<file path="src/hdl/nicr_pkg.sv">
// package for the network identifier clash and realignment control block
// shared by the top module and its parameter store; no clock assumptions
package nicr_pkg;

    // field widths
    localparam int ID_W    = 16;
    localparam int SADDR_W = 16;
    localparam int LADDR_W = 64;
    localparam int CHAN_W  = 3;
    localparam int EXP_W   = 4;
    localparam int SEC_W   = 8;

    // exponent that selects nonbeacon operation
    localparam logic [EXP_W-1:0] EXP_NONBEACON = 4'hf;

    // apb register byte offsets
    localparam logic [7:0] OFS_CTRL    = 8'h00;
    localparam logic [7:0] OFS_NET_ID  = 8'h04;
    localparam logic [7:0] OFS_PSHORT  = 8'h08;
    localparam logic [7:0] OFS_PLONG_L = 8'h0c;
    localparam logic [7:0] OFS_PLONG_H = 8'h10;
    localparam logic [7:0] OFS_REQ     = 8'h14;
    localparam logic [7:0] OFS_CUR     = 8'h18;
    localparam logic [7:0] OFS_STATUS  = 8'h1c;
    localparam logic [7:0] OFS_MASK    = 8'h20;
    localparam logic [7:0] OFS_NOTICE  = 8'h24;

    // control register fields
    localparam int CTRL_IS_ROOT   = 0;
    localparam int CTRL_JOINED    = 1;
    localparam int CTRL_CLASH_EN  = 2;
    localparam int CTRL_BEACONING = 3;

    // request register fields: [15:0] id, [18:16] channel, [23:20] bi exp, [27:24] ap exp
    localparam int REQ_CHAN_LSB = 16;
    localparam int REQ_BI_LSB   = 20;
    localparam int REQ_AP_LSB   = 24;
    localparam int REQ_GO       = 31;

    // status bits (sticky, write one to clear)
    localparam int ST_NOTICE   = 0;
    localparam int ST_CNF_OK   = 1;
    localparam int ST_CNF_BUSY = 2;
    localparam int ST_REFUSED  = 3;
    localparam int ST_W        = 4;

    // reset values
    localparam logic [31:0] CTRL_RST = 32'h0000_0004;
    localparam logic [31:0] CUR_RST  = 32'h0ff0_0000;

    // loss causes and confirm statuses
    typedef enum logic [1:0] {
        CAUSE_NONE    = 2'b00,
        CAUSE_CLASH   = 2'b01,
        CAUSE_REALIGN = 2'b10
    } nicr_cause_e;

    typedef enum logic [1:0] {
        CNF_NONE    = 2'b00,
        CNF_SUCCESS = 2'b01,
        CNF_BUSY    = 2'b10
    } nicr_cnf_e;

endpackage

</file>
<file path="src/hdl/nicr_param_store.sv">
// parameter store: current network id, channel and superframe exponents
// assumes the caller pulses apply for one cycle with the pending values valid
`timescale 1ns/1ns
`default_nettype none
module nicr_param_store
    import nicr_pkg::*;
(
    // clock and reset
    input  wire logic             pclk,
    input  wire logic             presetn,
    // load from register bank and apply from realignment
    input  wire logic             load,
    input  wire logic [ID_W-1:0]  load_id,
    input  wire logic             apply,
    input  wire logic [ID_W-1:0]  new_id,
    input  wire logic [CHAN_W-1:0] new_chan,
    input  wire logic [EXP_W-1:0] new_bi,
    input  wire logic [EXP_W-1:0] new_ap,
    // current values
    output logic      [ID_W-1:0]  cur_id,
    output logic      [31:0]      cur_word
);
    typedef struct packed {
        logic [ID_W-1:0]  id;
        logic [31:0]      word;
    } nicr_ps_s;

    nicr_ps_s st_q, st_d;

    always_comb begin
        st_d = st_q;
        if (load) begin
            st_d.id = load_id;
        end
        if (apply) begin
            st_d.id = new_id;
            st_d.word = '0;
            st_d.word[REQ_CHAN_LSB +: CHAN_W] = new_chan;
            st_d.word[REQ_BI_LSB +: EXP_W] = new_bi;
            // nonbeacon interval forces nonbeacon active period
            st_d.word[REQ_AP_LSB +: EXP_W] = (new_bi == EXP_NONBEACON) ?
                                             EXP_NONBEACON : new_ap;
        end
        st_d.word[ID_W-1:0] = st_d.id;
    end

    always_ff @(posedge pclk or negedge presetn) begin
        if (!presetn) begin
            st_q <= '{id: '0, word: CUR_RST};
        end else begin
            st_q <= st_d;
        end
    end

    assign cur_id   = st_q.id;
    assign cur_word = st_q.word;
endmodule
`default_nettype wire

</file>
<file path="src/hdl/nicr_top.sv">
// network identifier clash detection and coordinator realignment control
// apb slave for software; frame-level strobes from the mac receive and
// transmit engines on the same clock
//
// Behaviour
// - root flags clash on coordinator beacon carrying its own network id
// - root flags clash on conflict notification from an associated device
// - root-joined device flags clash on foreign coordinator beacon with our id
// - device sends conflict notification with ack request after a clash
// - device raises clash notice only after that acknowledgment
// - no acknowledgment means no clash notice upward
// - coordinator raises clash notice directly, no ack needed
// - realign request sends command with new id and channel
// - if beaconing, next beacon on current settings with frame pending
// - realign command follows that beacon, unslotted random access
// - if not beaconing, command sent at once, unslotted access
// - access failure gives confirm with medium busy status
// - success applies new parameters at next beacon or at once, confirm success
// - realign command from own coordinator raises realign notice with its fields
// - clash procedure can be switched off in a device
// - beacon exponent fifteen forces active period exponent fifteen
// - sync loss notice stops own beacon transmission
//
// Decided for this implementation: the APB register port and the register addresses.
`timescale 1ns/1ns
`default_nettype none
module nicr_top
    import nicr_pkg::*;
(
    // clock and reset
    input  wire logic               pclk,
    input  wire logic               presetn,
    // apb slave
    input  wire logic               psel,
    input  wire logic               penable,
    input  wire logic               pwrite,
    input  wire logic [7:0]         paddr,
    input  wire logic [31:0]        pwdata,
    output logic      [31:0]        prdata,
    output logic                    pready,
    output logic                    pslverr,
    // received frames, one-cycle strobes
    input  wire logic               rx_beacon,
    input  wire logic               rx_coord_bit,
    input  wire logic [ID_W-1:0]    rx_net_id,
    input  wire logic               rx_src_long,
    input  wire logic [SADDR_W-1:0] rx_src_short,
    input  wire logic [LADDR_W-1:0] rx_src_long_addr,
    input  wire logic               rx_clash_cmd,
    input  wire logic               rx_realign_cmd,
    input  wire logic               rx_from_parent,
    input  wire logic [ID_W-1:0]    rx_rl_id,
    input  wire logic [CHAN_W-1:0]  rx_rl_chan,
    input  wire logic [SEC_W-1:0]   rx_rl_sec,
    input  wire logic               rx_ack,
    input  wire logic               ack_timeout,
    // transmit engine
    input  wire logic               beacon_due,
    input  wire logic               tx_done,
    input  wire logic               tx_busy_fail,
    output logic                    tx_beacon,
    output logic                    tx_frame_pending,
    output logic                    tx_clash_cmd,
    output logic                    tx_ack_req,
    output logic                    tx_ack,
    output logic                    tx_realign_cmd,
    output logic                    tx_unslotted,
    output logic      [ID_W-1:0]    tx_rl_id,
    output logic      [CHAN_W-1:0]  tx_rl_chan,
    output logic                    beacon_enable,
    // upper layer indications
    output logic                    sync_loss_notice,
    output logic      [1:0]         loss_cause,
    output logic      [1:0]         start_network_cnf,
    output logic                    irq
);
    typedef enum logic [2:0] {
        RL_IDLE     = 3'b000,
        RL_WAIT_BCN = 3'b001,
        RL_BCN_TX   = 3'b010,
        RL_CMD_TX   = 3'b011,
        RL_WAIT_APP = 3'b100,
        RL_WAIT_NEXT = 3'b101
    } nicr_rl_e;

    typedef enum logic [1:0] {
        CL_IDLE = 2'b00,
        CL_SEND = 2'b01,
        CL_WAIT = 2'b10
    } nicr_cl_e;

    typedef struct packed {
        logic [31:0]         ctrl;
        logic [ID_W-1:0]     pshort;
        logic [LADDR_W-1:0]  plong;
        logic [31:0]         req;
        logic [ST_W-1:0]     status;
        logic [ST_W-1:0]     mask;
        logic [31:0]         notice;
        nicr_rl_e            rl;
        nicr_cl_e            cl;
        logic [31:0]         prdata;
        logic                pready;
        logic                pslverr;
        logic                tx_beacon;
        logic                tx_fp;
        logic                tx_clash;
        logic                tx_ack;
        logic                tx_rl;
        logic                bcn_en;
        logic                notice_p;
        logic [1:0]          cause;
        logic [1:0]          cnf;
        logic                irq;
        logic                apply;
    } nicr_s;

    nicr_s s_q, s_d;

    logic [ID_W-1:0] cur_id;
    logic [31:0]     cur_word;

    // write-one-to-clear with set winning
    function automatic logic [ST_W-1:0] w1c(input logic [ST_W-1:0] cur,
                                            input logic [ST_W-1:0] clr,
                                            input logic [ST_W-1:0] set);
        w1c = (cur & ~clr) | set;
    endfunction

    logic            is_root;
    logic            joined;
    logic            clash_en;
    logic            beaconing;
    logic            bcn_match;
    logic            foreign;
    logic            root_clash;
    logic            dev_clash;
    logic            acc;
    logic            wr;
    logic            rd_ok;
    logic [ST_W-1:0] st_set;
    logic [ST_W-1:0] st_clr;
    logic [31:0]     rd;

    always_comb begin
        is_root   = s_q.ctrl[CTRL_IS_ROOT];
        joined    = s_q.ctrl[CTRL_JOINED];
        clash_en  = s_q.ctrl[CTRL_CLASH_EN];
        beaconing = s_q.ctrl[CTRL_BEACONING] && s_q.bcn_en;
        bcn_match = rx_beacon && rx_coord_bit && (rx_net_id == cur_id);
        foreign   = rx_src_long ? (rx_src_long_addr != s_q.plong)
                                : (rx_src_short != s_q.pshort);
        root_clash = is_root && (bcn_match || rx_clash_cmd);
        dev_clash  = !is_root && joined && clash_en && bcn_match && foreign;
        acc = psel && penable && !s_q.pready;
        wr  = acc && pwrite;
        st_set = '0;
        st_clr = '0;
        rd = '0;
        rd_ok = 1'b1;

        s_d = s_q;
        s_d.pready   = 1'b0;
        s_d.pslverr  = 1'b0;
        s_d.tx_beacon = 1'b0;
        s_d.tx_clash = 1'b0;
        s_d.tx_ack   = 1'b0;
        s_d.tx_rl    = 1'b0;
        s_d.notice_p = 1'b0;
        s_d.cnf      = CNF_NONE;
        s_d.apply    = 1'b0;

        // apb register access, answered one cycle after the access phase starts
        case (paddr)
            OFS_CTRL:    rd = s_q.ctrl;
            OFS_NET_ID:  rd = {16'h0000, cur_id};
            OFS_PSHORT:  rd = {16'h0000, s_q.pshort};
            OFS_PLONG_L: rd = s_q.plong[31:0];
            OFS_PLONG_H: rd = s_q.plong[63:32];
            OFS_REQ:     rd = {1'b0, s_q.req[30:0]};
            OFS_CUR:     rd = cur_word;
            OFS_STATUS:  rd = {28'h0000000, s_q.status};
            OFS_MASK:    rd = {28'h0000000, s_q.mask};
            OFS_NOTICE:  rd = s_q.notice;
            default:     rd_ok = 1'b0;
        endcase
        if (acc) begin
            s_d.pready  = 1'b1;
            s_d.pslverr = !rd_ok;
            s_d.prdata  = pwrite ? 32'h0000_0000 : rd;
        end
        if (wr) begin
            case (paddr)
                OFS_CTRL:    s_d.ctrl = pwdata;
                OFS_PSHORT:  s_d.pshort = pwdata[SADDR_W-1:0];
                OFS_PLONG_L: s_d.plong[31:0] = pwdata;
                OFS_PLONG_H: s_d.plong[63:32] = pwdata;
                OFS_REQ: begin
                    if (pwdata[REQ_GO] && s_q.rl != RL_IDLE) begin
                        st_set[ST_REFUSED] = 1'b1;
                    end else if (pwdata[REQ_GO]) begin
                        s_d.req = pwdata;
                        s_d.rl = beaconing ? RL_WAIT_BCN : RL_CMD_TX;
                    end else begin
                        s_d.req = pwdata;
                    end
                end
                OFS_STATUS:  st_clr = pwdata[ST_W-1:0];
                OFS_MASK:    s_d.mask = pwdata[ST_W-1:0];
                default:     ;
            endcase
        end

        // conflict handling
        if (rx_clash_cmd && is_root) begin
            s_d.tx_ack = 1'b1;
        end
        if (root_clash) begin
            s_d.notice_p = 1'b1;
            s_d.cause = CAUSE_CLASH;
        end
        case (s_q.cl)
            CL_IDLE: begin
                if (dev_clash) begin
                    s_d.tx_clash = 1'b1;
                    s_d.cl = CL_SEND;
                end
            end
            CL_SEND: begin
                if (tx_done) begin
                    s_d.cl = CL_WAIT;
                end else if (tx_busy_fail) begin
                    s_d.cl = CL_IDLE;
                end
            end
            CL_WAIT: begin
                if (rx_ack) begin
                    s_d.notice_p = 1'b1;
                    s_d.cause = CAUSE_CLASH;
                    s_d.cl = CL_IDLE;
                end else if (ack_timeout) begin
                    s_d.cl = CL_IDLE;
                end
            end
            default: s_d.cl = CL_IDLE;
        endcase

        // realignment from our own coordinator
        if (rx_realign_cmd && rx_from_parent && !is_root) begin
            s_d.notice_p = 1'b1;
            s_d.cause = CAUSE_REALIGN;
            s_d.notice = {5'h00, rx_rl_chan, rx_rl_sec, rx_rl_id};
        end

        // coordinator realignment sequence
        case (s_q.rl)
            RL_IDLE: ;
            RL_WAIT_BCN: begin
                if (beacon_due) begin
                    s_d.tx_beacon = 1'b1;
                    s_d.tx_fp = 1'b1;
                    s_d.rl = RL_BCN_TX;
                end
            end
            RL_BCN_TX: begin
                if (tx_done) begin
                    s_d.tx_fp = 1'b0;
                    s_d.rl = RL_CMD_TX;
                end
            end
            RL_CMD_TX: begin
                if (!s_q.tx_rl && !s_q.tx_beacon) begin
                    s_d.tx_rl = 1'b1;
                    s_d.rl = RL_WAIT_APP;
                end
            end
            RL_WAIT_APP: begin
                if (tx_busy_fail) begin
                    s_d.cnf = CNF_BUSY;
                    st_set[ST_CNF_BUSY] = 1'b1;
                    s_d.rl = RL_IDLE;
                end else if (tx_done && beaconing) begin
                    // while beaconing the new parameters wait for the next beacon slot
                    s_d.rl = RL_WAIT_NEXT;
                end else if (tx_done) begin
                    s_d.apply = 1'b1;
                    s_d.cnf = CNF_SUCCESS;
                    st_set[ST_CNF_OK] = 1'b1;
                    s_d.rl = RL_IDLE;
                end
            end
            RL_WAIT_NEXT: begin
                if (beacon_due) begin
                    s_d.apply = 1'b1;
                    s_d.cnf = CNF_SUCCESS;
                    st_set[ST_CNF_OK] = 1'b1;
                    s_d.rl = RL_IDLE;
                end
            end
            default: s_d.rl = RL_IDLE;
        endcase

        if (s_d.notice_p) begin
            st_set[ST_NOTICE] = 1'b1;
            s_d.bcn_en = 1'b0;
        end else if (wr && paddr == OFS_CTRL && pwdata[CTRL_BEACONING]) begin
            s_d.bcn_en = 1'b1;
        end
        s_d.status = w1c(s_q.status, st_clr, st_set);
        s_d.irq = |(s_d.status & s_d.mask);
    end

    always_ff @(posedge pclk or negedge presetn) begin
        if (!presetn) begin
            s_q <= '0;
            s_q.ctrl <= CTRL_RST;
        end else begin
            s_q <= s_d;
        end
    end

    nicr_param_store u_store (
        .pclk     (pclk),
        .presetn  (presetn),
        .load     (wr && paddr == OFS_NET_ID),
        .load_id  (pwdata[ID_W-1:0]),
        .apply    (s_q.apply),
        .new_id   (s_q.req[ID_W-1:0]),
        .new_chan (s_q.req[REQ_CHAN_LSB +: CHAN_W]),
        .new_bi   (s_q.req[REQ_BI_LSB +: EXP_W]),
        .new_ap   (s_q.req[REQ_AP_LSB +: EXP_W]),
        .cur_id   (cur_id),
        .cur_word (cur_word)
    );

    assign prdata           = s_q.prdata;
    assign pready           = s_q.pready;
    assign pslverr          = s_q.pslverr;
    assign tx_beacon        = s_q.tx_beacon;
    assign tx_frame_pending = s_q.tx_fp;
    assign tx_clash_cmd     = s_q.tx_clash;
    assign tx_ack_req       = s_q.tx_clash;
    assign tx_ack           = s_q.tx_ack;
    assign tx_realign_cmd   = s_q.tx_rl;
    assign tx_unslotted     = s_q.tx_rl;
    assign tx_rl_id         = s_q.req[ID_W-1:0];
    assign tx_rl_chan       = s_q.req[REQ_CHAN_LSB +: CHAN_W];
    assign beacon_enable    = s_q.bcn_en;
    assign sync_loss_notice = s_q.notice_p;
    assign loss_cause       = s_q.cause;
    assign start_network_cnf = s_q.cnf;
    assign irq              = s_q.irq;
endmodule
`default_nettype wire

</file>
<file path="config.mk">
export PLATFORM = sky130hd
export DESIGN_NAME = nicr_top
export DESIGN_NICKNAME = d
export VERILOG_FILES = /design/src/hdl/nicr_pkg.sv /design/src/hdl/nicr_param_store.sv /design/src/hdl/nicr_top.sv
export SDC_FILE = /design/constraint.sdc
export NUM_CORES = 1
export LEC_CHECK = 0
export BUFFER_PORTS_ARGS = -buffer_cell sky130_fd_sc_hd__buf_2
export CAP_MARGIN = 20
export CORE_ASPECT_RATIO = 1.2
export CORE_UTILIZATION = 30
export DETAILED_ROUTE_END_ITERATION = 8
export GPL_ROUTABILITY_DRIVEN = 0
export PLACE_DENSITY = 0.58
export SYNTH_ARGS = -nofsm -noshare
export SYNTH_HDL_FRONTEND = slang
export SYNTH_SLANG_ARGS = --single-unit
</file>
<file path="constraint.sdc">
create_clock -name pclk -period 1.7 [get_ports pclk]
set_input_delay 0.085 -clock pclk [delete_from_list [all_inputs] [get_ports pclk]]
set_output_delay 0.085 -clock pclk [all_outputs]
set_load 0.01 [all_outputs]
</file>
After elaboration in Yosys (flattened, before gate mapping)
Index checks and enable logic that the tools add are counted.

Output and inout bits: 67. Flip-flop bits (word level): 257. Logic and storage cells: 160. Bits of input ports: 179.

Multiplexer cells: 62. Bitwise logic cells: 5. Reduce and logical (&&, ||, !) cells: 42. Eq/ne operators: 25.

Operators with widths (number): case mux 32 bit (10 select lines) (1); inequality test 64 bit (1); two-way mux 48 bit (1); two-way mux 3 bit (15); equality test 8 x 5 -> 1 bit, second input constant (4); two-way mux 32 bit (1); two-way mux 1 bit (24); logical AND 1 bit (20); two-way mux 4 bit (5); two-way mux 2 bit (9); case mux 3 bit (6 select lines) (1); equality test 16 bit (1); equality test 8 x 4 -> 1 bit, second input constant (2); equality test 8 x 6 -> 1 bit, second input constant (2); two-way mux 16 bit (1); inequality test 16 bit (1); OR reduction 10 bit (1); AND reduction 3 bit (3); AND 4 bit (2); equality test 8 x 3 -> 1 bit, second input constant (1); zero test 8 bit (1); AND reduction 2 bit (4); equality test 3 x 2 -> 1 bit, second input constant (2); equality test 3 bit, second input constant (2); 19 further kinds (29).

Longest topological paths before layout
Depth in word-level cells: 12. Depth in mapped cells: 9. Gate-level depth less buffers: 6.

Modules after synthesis
From an unflattened synthesis, not the netlist that was laid out.

Cells, all modules: 1120. Area total of the unflattened synthesis: 13043.8 um2.

Modules (own cells, without submodules): nicr_top (area each 11696.2 um2, cells each 996, instances 1); nicr_param_store (area each 1347.5 um2, cells each 124, instances 1).

Worst setup path after synthesis
OpenSTA, ideal clock, no wires.

Kind: flip-flop to flip-flop. Start point: register s_q[179] (netlist bit). End point: register s_q[47] (netlist bit). Stages on the path, launching flop included: 7. Data arrival time: 1.652 ns. Period minus slack after synthesis: 1.771 ns. Setup slack: -0.071 ns. Required time: 1.580 ns. Path through: dfrtp_1 > nor2b_1 > a2111o_1 > a2111oi_0 > nand4_1 > o2111a_1 > a31o_1.

Cells in the longest elaborated chain, start to end: 5.

RTL lines: start, declared (RTL line nicr_top.sv:118) `nicr_s s_q, s_d;`; inequality test 64 bit (RTL line nicr_top.sv:151) `foreign = rx_src_long ? (rx_src_long_addr != s_q.plong)`; two-way mux 1 bit (RTL line nicr_top.sv:151); logical AND 1 bit (RTL line nicr_top.sv:154) `dev_clash = !is_root && joined && clash_en && bcn_match && foreign;`; inequality test 2 bit (no line); AND reduction 3 bit (no line).

No other way between the ends. A chain may end at the register's enable or synchronous reset.

==> impl_metrics.py <==
metrics = {
    "placed_design": {
        "port_buffers": 245,
        "dpl.cell_count": 1992,
        "post-dp-hpwl_um": 38200,
        "place_area_um2": 15700,
    },
    "detailed_routing": {
        "wl_per_cell_um": 24.8,
        "firstDrtPassIters": 6,
        "drtIter0Drc": 838,
        "drc": 0,
        "num_vias": 11200,
        "via_per_inst": 5.23,
        "ant_nets": 0,
        "drt-total-wl_um": 52900,
    },
    "min_path": {
        "holdCritPathClass": "input port to asynchronous set/reset pin",
    },
    "worst_setup_path": {
        "rrSetupSlack_ns": -0.24,
        "startpoint": "u_store.cur_id[2]$_DFFE_PN0P_",
        "crit_path_start_kind": "flop",
        "crit_end": "loss_cause[1]$_DFF_PN0_",
        "r2r_end": "loss_cause[1]$_DFF_PN0_",
        "arrival_ns": 2.37,
        "reg2reg_depth": 7,
        "crit_type": "flop to flop",
        "crit_path_max_fanout": 2,
        "regToRegStartpoint": "u_store.cur_id[2]$_DFFE_PN0P_",
        "cp-end-kind": "flop",
        "critPathRequiredTime_ns": 2.14,
    },
    "timing": {
        "tns_ns": -3.97,
        "fin_crit_ns": 1.94,
        "slew_headroom_pct": 67.7,
        "hold_viol": 0,
        "rsz0062_at_grt": "true",
        "tightest_slew_ns": 0.482,
        "finClkSkew_ns": 0.0243,
        "fmax_mhz": 516,
        "final_max_slew_viol_count": 0,
        "final.setup.worst_slack_ns": -0.236,
        "setup_viol": 117,
        "fin_crit_sh_pct": 114,
    },
    "synth": {
        "ys_types": 68,
        "ys.flop_type": "dfrtp_1",
        "synth-edff-count": 0,
        "yosysWarnings": 0,
        "syn_nets": 1309,
        "seq_area_frac_synth_pct": 49.9,
        "synth-seq-cells": 256,
        "synth_cells": 1130,
        "syn_area_um2": 12900,
        "avgSynthCellArea_um2": 11.4,
        "synthArstFlopShare_pct": 100,
    },
    "cts": {
        "cts_buffers": 28,
        "clock-root-buffer": "clkbuf_16",
        "clockBufferDepth": 3,
        "cts_tree": "yes",
        "cts.sinks": 256,
        "ctsHtreeMaxLevel": 1,
        "clk_pin_slew_ns": 0.06,
        "clk_latency_ns": 0.57,
    },
    "layout": {
        "finalInstanceArea_um2": 18600,
        "final_cells": 2132,
        "antennaDiodeCount": 0,
        "layout.nets": 1743,
        "final_layout_size_suffix_gt1_share_pct": 44.5,
        "area_delta_synth_final_pct": 44.5,
    },
    "power": {
        "power_mw": 15.9,
        "ir_worst_vdd_mv": 0.773,
        "powerDensity_nw_per_um2": 855,
        "power.leakage_nw": 9.30,
    },
    "status": {
        "status": "finished, violations left",
        "violations": "setup timing",
    },
    "floorplan": {
        "design.core.area_um2": 42000,
        "ios": 246,
        "rows": 82,
        "die_h_um": 229,
        "die_area_um2": 43700,
        "start_util_pct": 30.6,
        "fp.dieW_um": 191,
    },
    "global_route": {
        "grt_first_pass_wirelength_um": 73400,
        "grt_max_degree": 62,
        "use_met2_pct": 36.8,
        "grt_pass1_vias": 11500,
        "use_met1_pct": 30.1,
        "grt-ovfl-total": 0,
        "grtUsageMet3_pct": 4.35,
        "antenna_found_initial": 0,
        "grt-busiest-layer": "met2",
        "grt_usage_pct": 22.7,
    },
    "run": {
        "maxCapViolCount": 0,
    },
}
worst min path at each step:
stage / start / end / slack (ns)
after CTS: rx_src_long_addr[5] / tx_ack_req$_DFF_PN0_ / 0.02
after global routing: presetn / s_q[143]$_DFFE_PN0P_ / 0.04
after detailed placement: presetn / prdata[29]$_DFFE_PN0N_ / -0.01
after floorplan: presetn / beacon_enable$_DFFE_PN0P_ / -0.21
after global placement: presetn / prdata[29]$_DFFE_PN0N_ / -0.01
final: presetn / s_q[223]$_DFFE_PN0P_ / 0.02
placed cells by master, fill, tap and decap left out, drive strengths merged, types with 5 or more instances in the layout:
master	count
buf	443
dfrtp	247
mux2	157
nand2	152
dlygate4sd3	68
clkbuf	58
xnor2	47
o21ai	39
a22oi	31
mux2i	27
xor2	26
nand3	23
nand2b	19
inv	19
a222oi	18
a21oi	18
a22o	17
nor2	15
nor4	15
nand4	14
nor2b	14
o22ai	13
a221oi	12
and2	9
dfstp	9
a21o	8
a221o	7
nor3	7
o2111ai	5
worst max-delay path, cell delays in order (launching register included):
cell,delay [ns]
dfrtp_1,0.39
xor2_1,0.16
nor4_2,0.35
buf_4,0.19
nand2_4,0.06
o31ai_4,0.31
nand2_1,0.13
a31o_2,0.23
cells by family after synthesis:
family / after synthesis / synth area share [%]
simple gates: 284 / 11.2
flops: 256 / 49.9
compound gates: 195 / 11.3
mux: 184 / 15.9
buf+inv: 138 / 6.74
xor+xnor: 73 / 4.97
power by group:
group | switching, mW | total, mW | internal, mW
Combinational | 1.45 | 2.72 | 1.27
Sequential | 0.338 | 6.91 | 6.57
Clock | 2.59 | 6.25 | 3.66
through the flow:
step	worst slack [ns]	util, %	hold WS, ns
detailed placement	-0.418	37.5	-0.0130
global route	-0.272	44.3	0.0375
finish	-0.236	44.3	0.0164
floorplan	-0.0211	-	-0.211
global placement	-0.403	37.5	-0.0132
CTS	-0.181	41.8	0.0209
Yosys cell counts, types with 6 or more instances:
master	count	area [um^2]
nor4_1	13	81.3
nand3_1	21	105
a221oi_1	12	105
buf_4	70	526
o21ai_1	35	175
nand2_1	149	559
buf_6	9	101
dfrtp_1	247	6180
xnor2_1	47	412
nand2b_1	19	119
xor2_1	26	228
nor2b_1	14	87.6
o22ai_1	13	81.3
a22o_1	17	149
a22oi_1	30	225
a221o_1	7	70.1
clkbuf_1	22	82.6
nand4_1	14	87.6
and2_1	9	56.3
mux2i_1	27	270
a222oi_1	18	180
mux2_2	13	146
inv_1	19	71.3
a21o_1	8	60.1
nor2_1	14	52.6
dfstp_2	9	236
a21oi_1	18	90.1
mux2_1	142	1600
nor3_1	6	30.0
buf_2	14	70.1
cell type report:
type | instances | area, um^2
Clock buffer | 46 | 878
Tap cell | 546 | 683
Inverter | 19 | 71.3
Timing Repair Buffer | 523 | 4130
Clock inverter | 6 | 68.8
Sequential cell | 256 | 6420
Fill cell | 3895 | 23400
Multi-Input combinational cell | 736 | 6320
state kept, by name (all words and copies together), names as in the netlist, 2 cells and up:
register and count:
loss_cause 2, prdata 32, s_q 161, start_network_cnf 2
tx_rl_chan 3, tx_rl_id 16, u_store.cur_id 16, u_store.cur_word 11
per-layer routing:
metal  part of all wire (%)  routed length [um]  up-vias
li1                       -                   -     4884
met1                     42               22200     5628
met2                     47               24700      547
met3                    7.8                4130       97
met4                    3.6                1920        0
met5                      0                   0        -
what timing repair did:
| item | 4_1_cts | 5_1_grt |
|---|---|---|
| cloned | 1 | 13 |
| resized for setup | 31 | 167 |
| pin swaps | 12 | 14 |
| hold buffers | 68 | 0 |
| hold endpoints to repair | 449 | 0 |
| setup endpoints to repair | 63 | 107 |
| setup buffers | 1 | 9 |
Note: power is estimated with default switching activity, not from simulation.
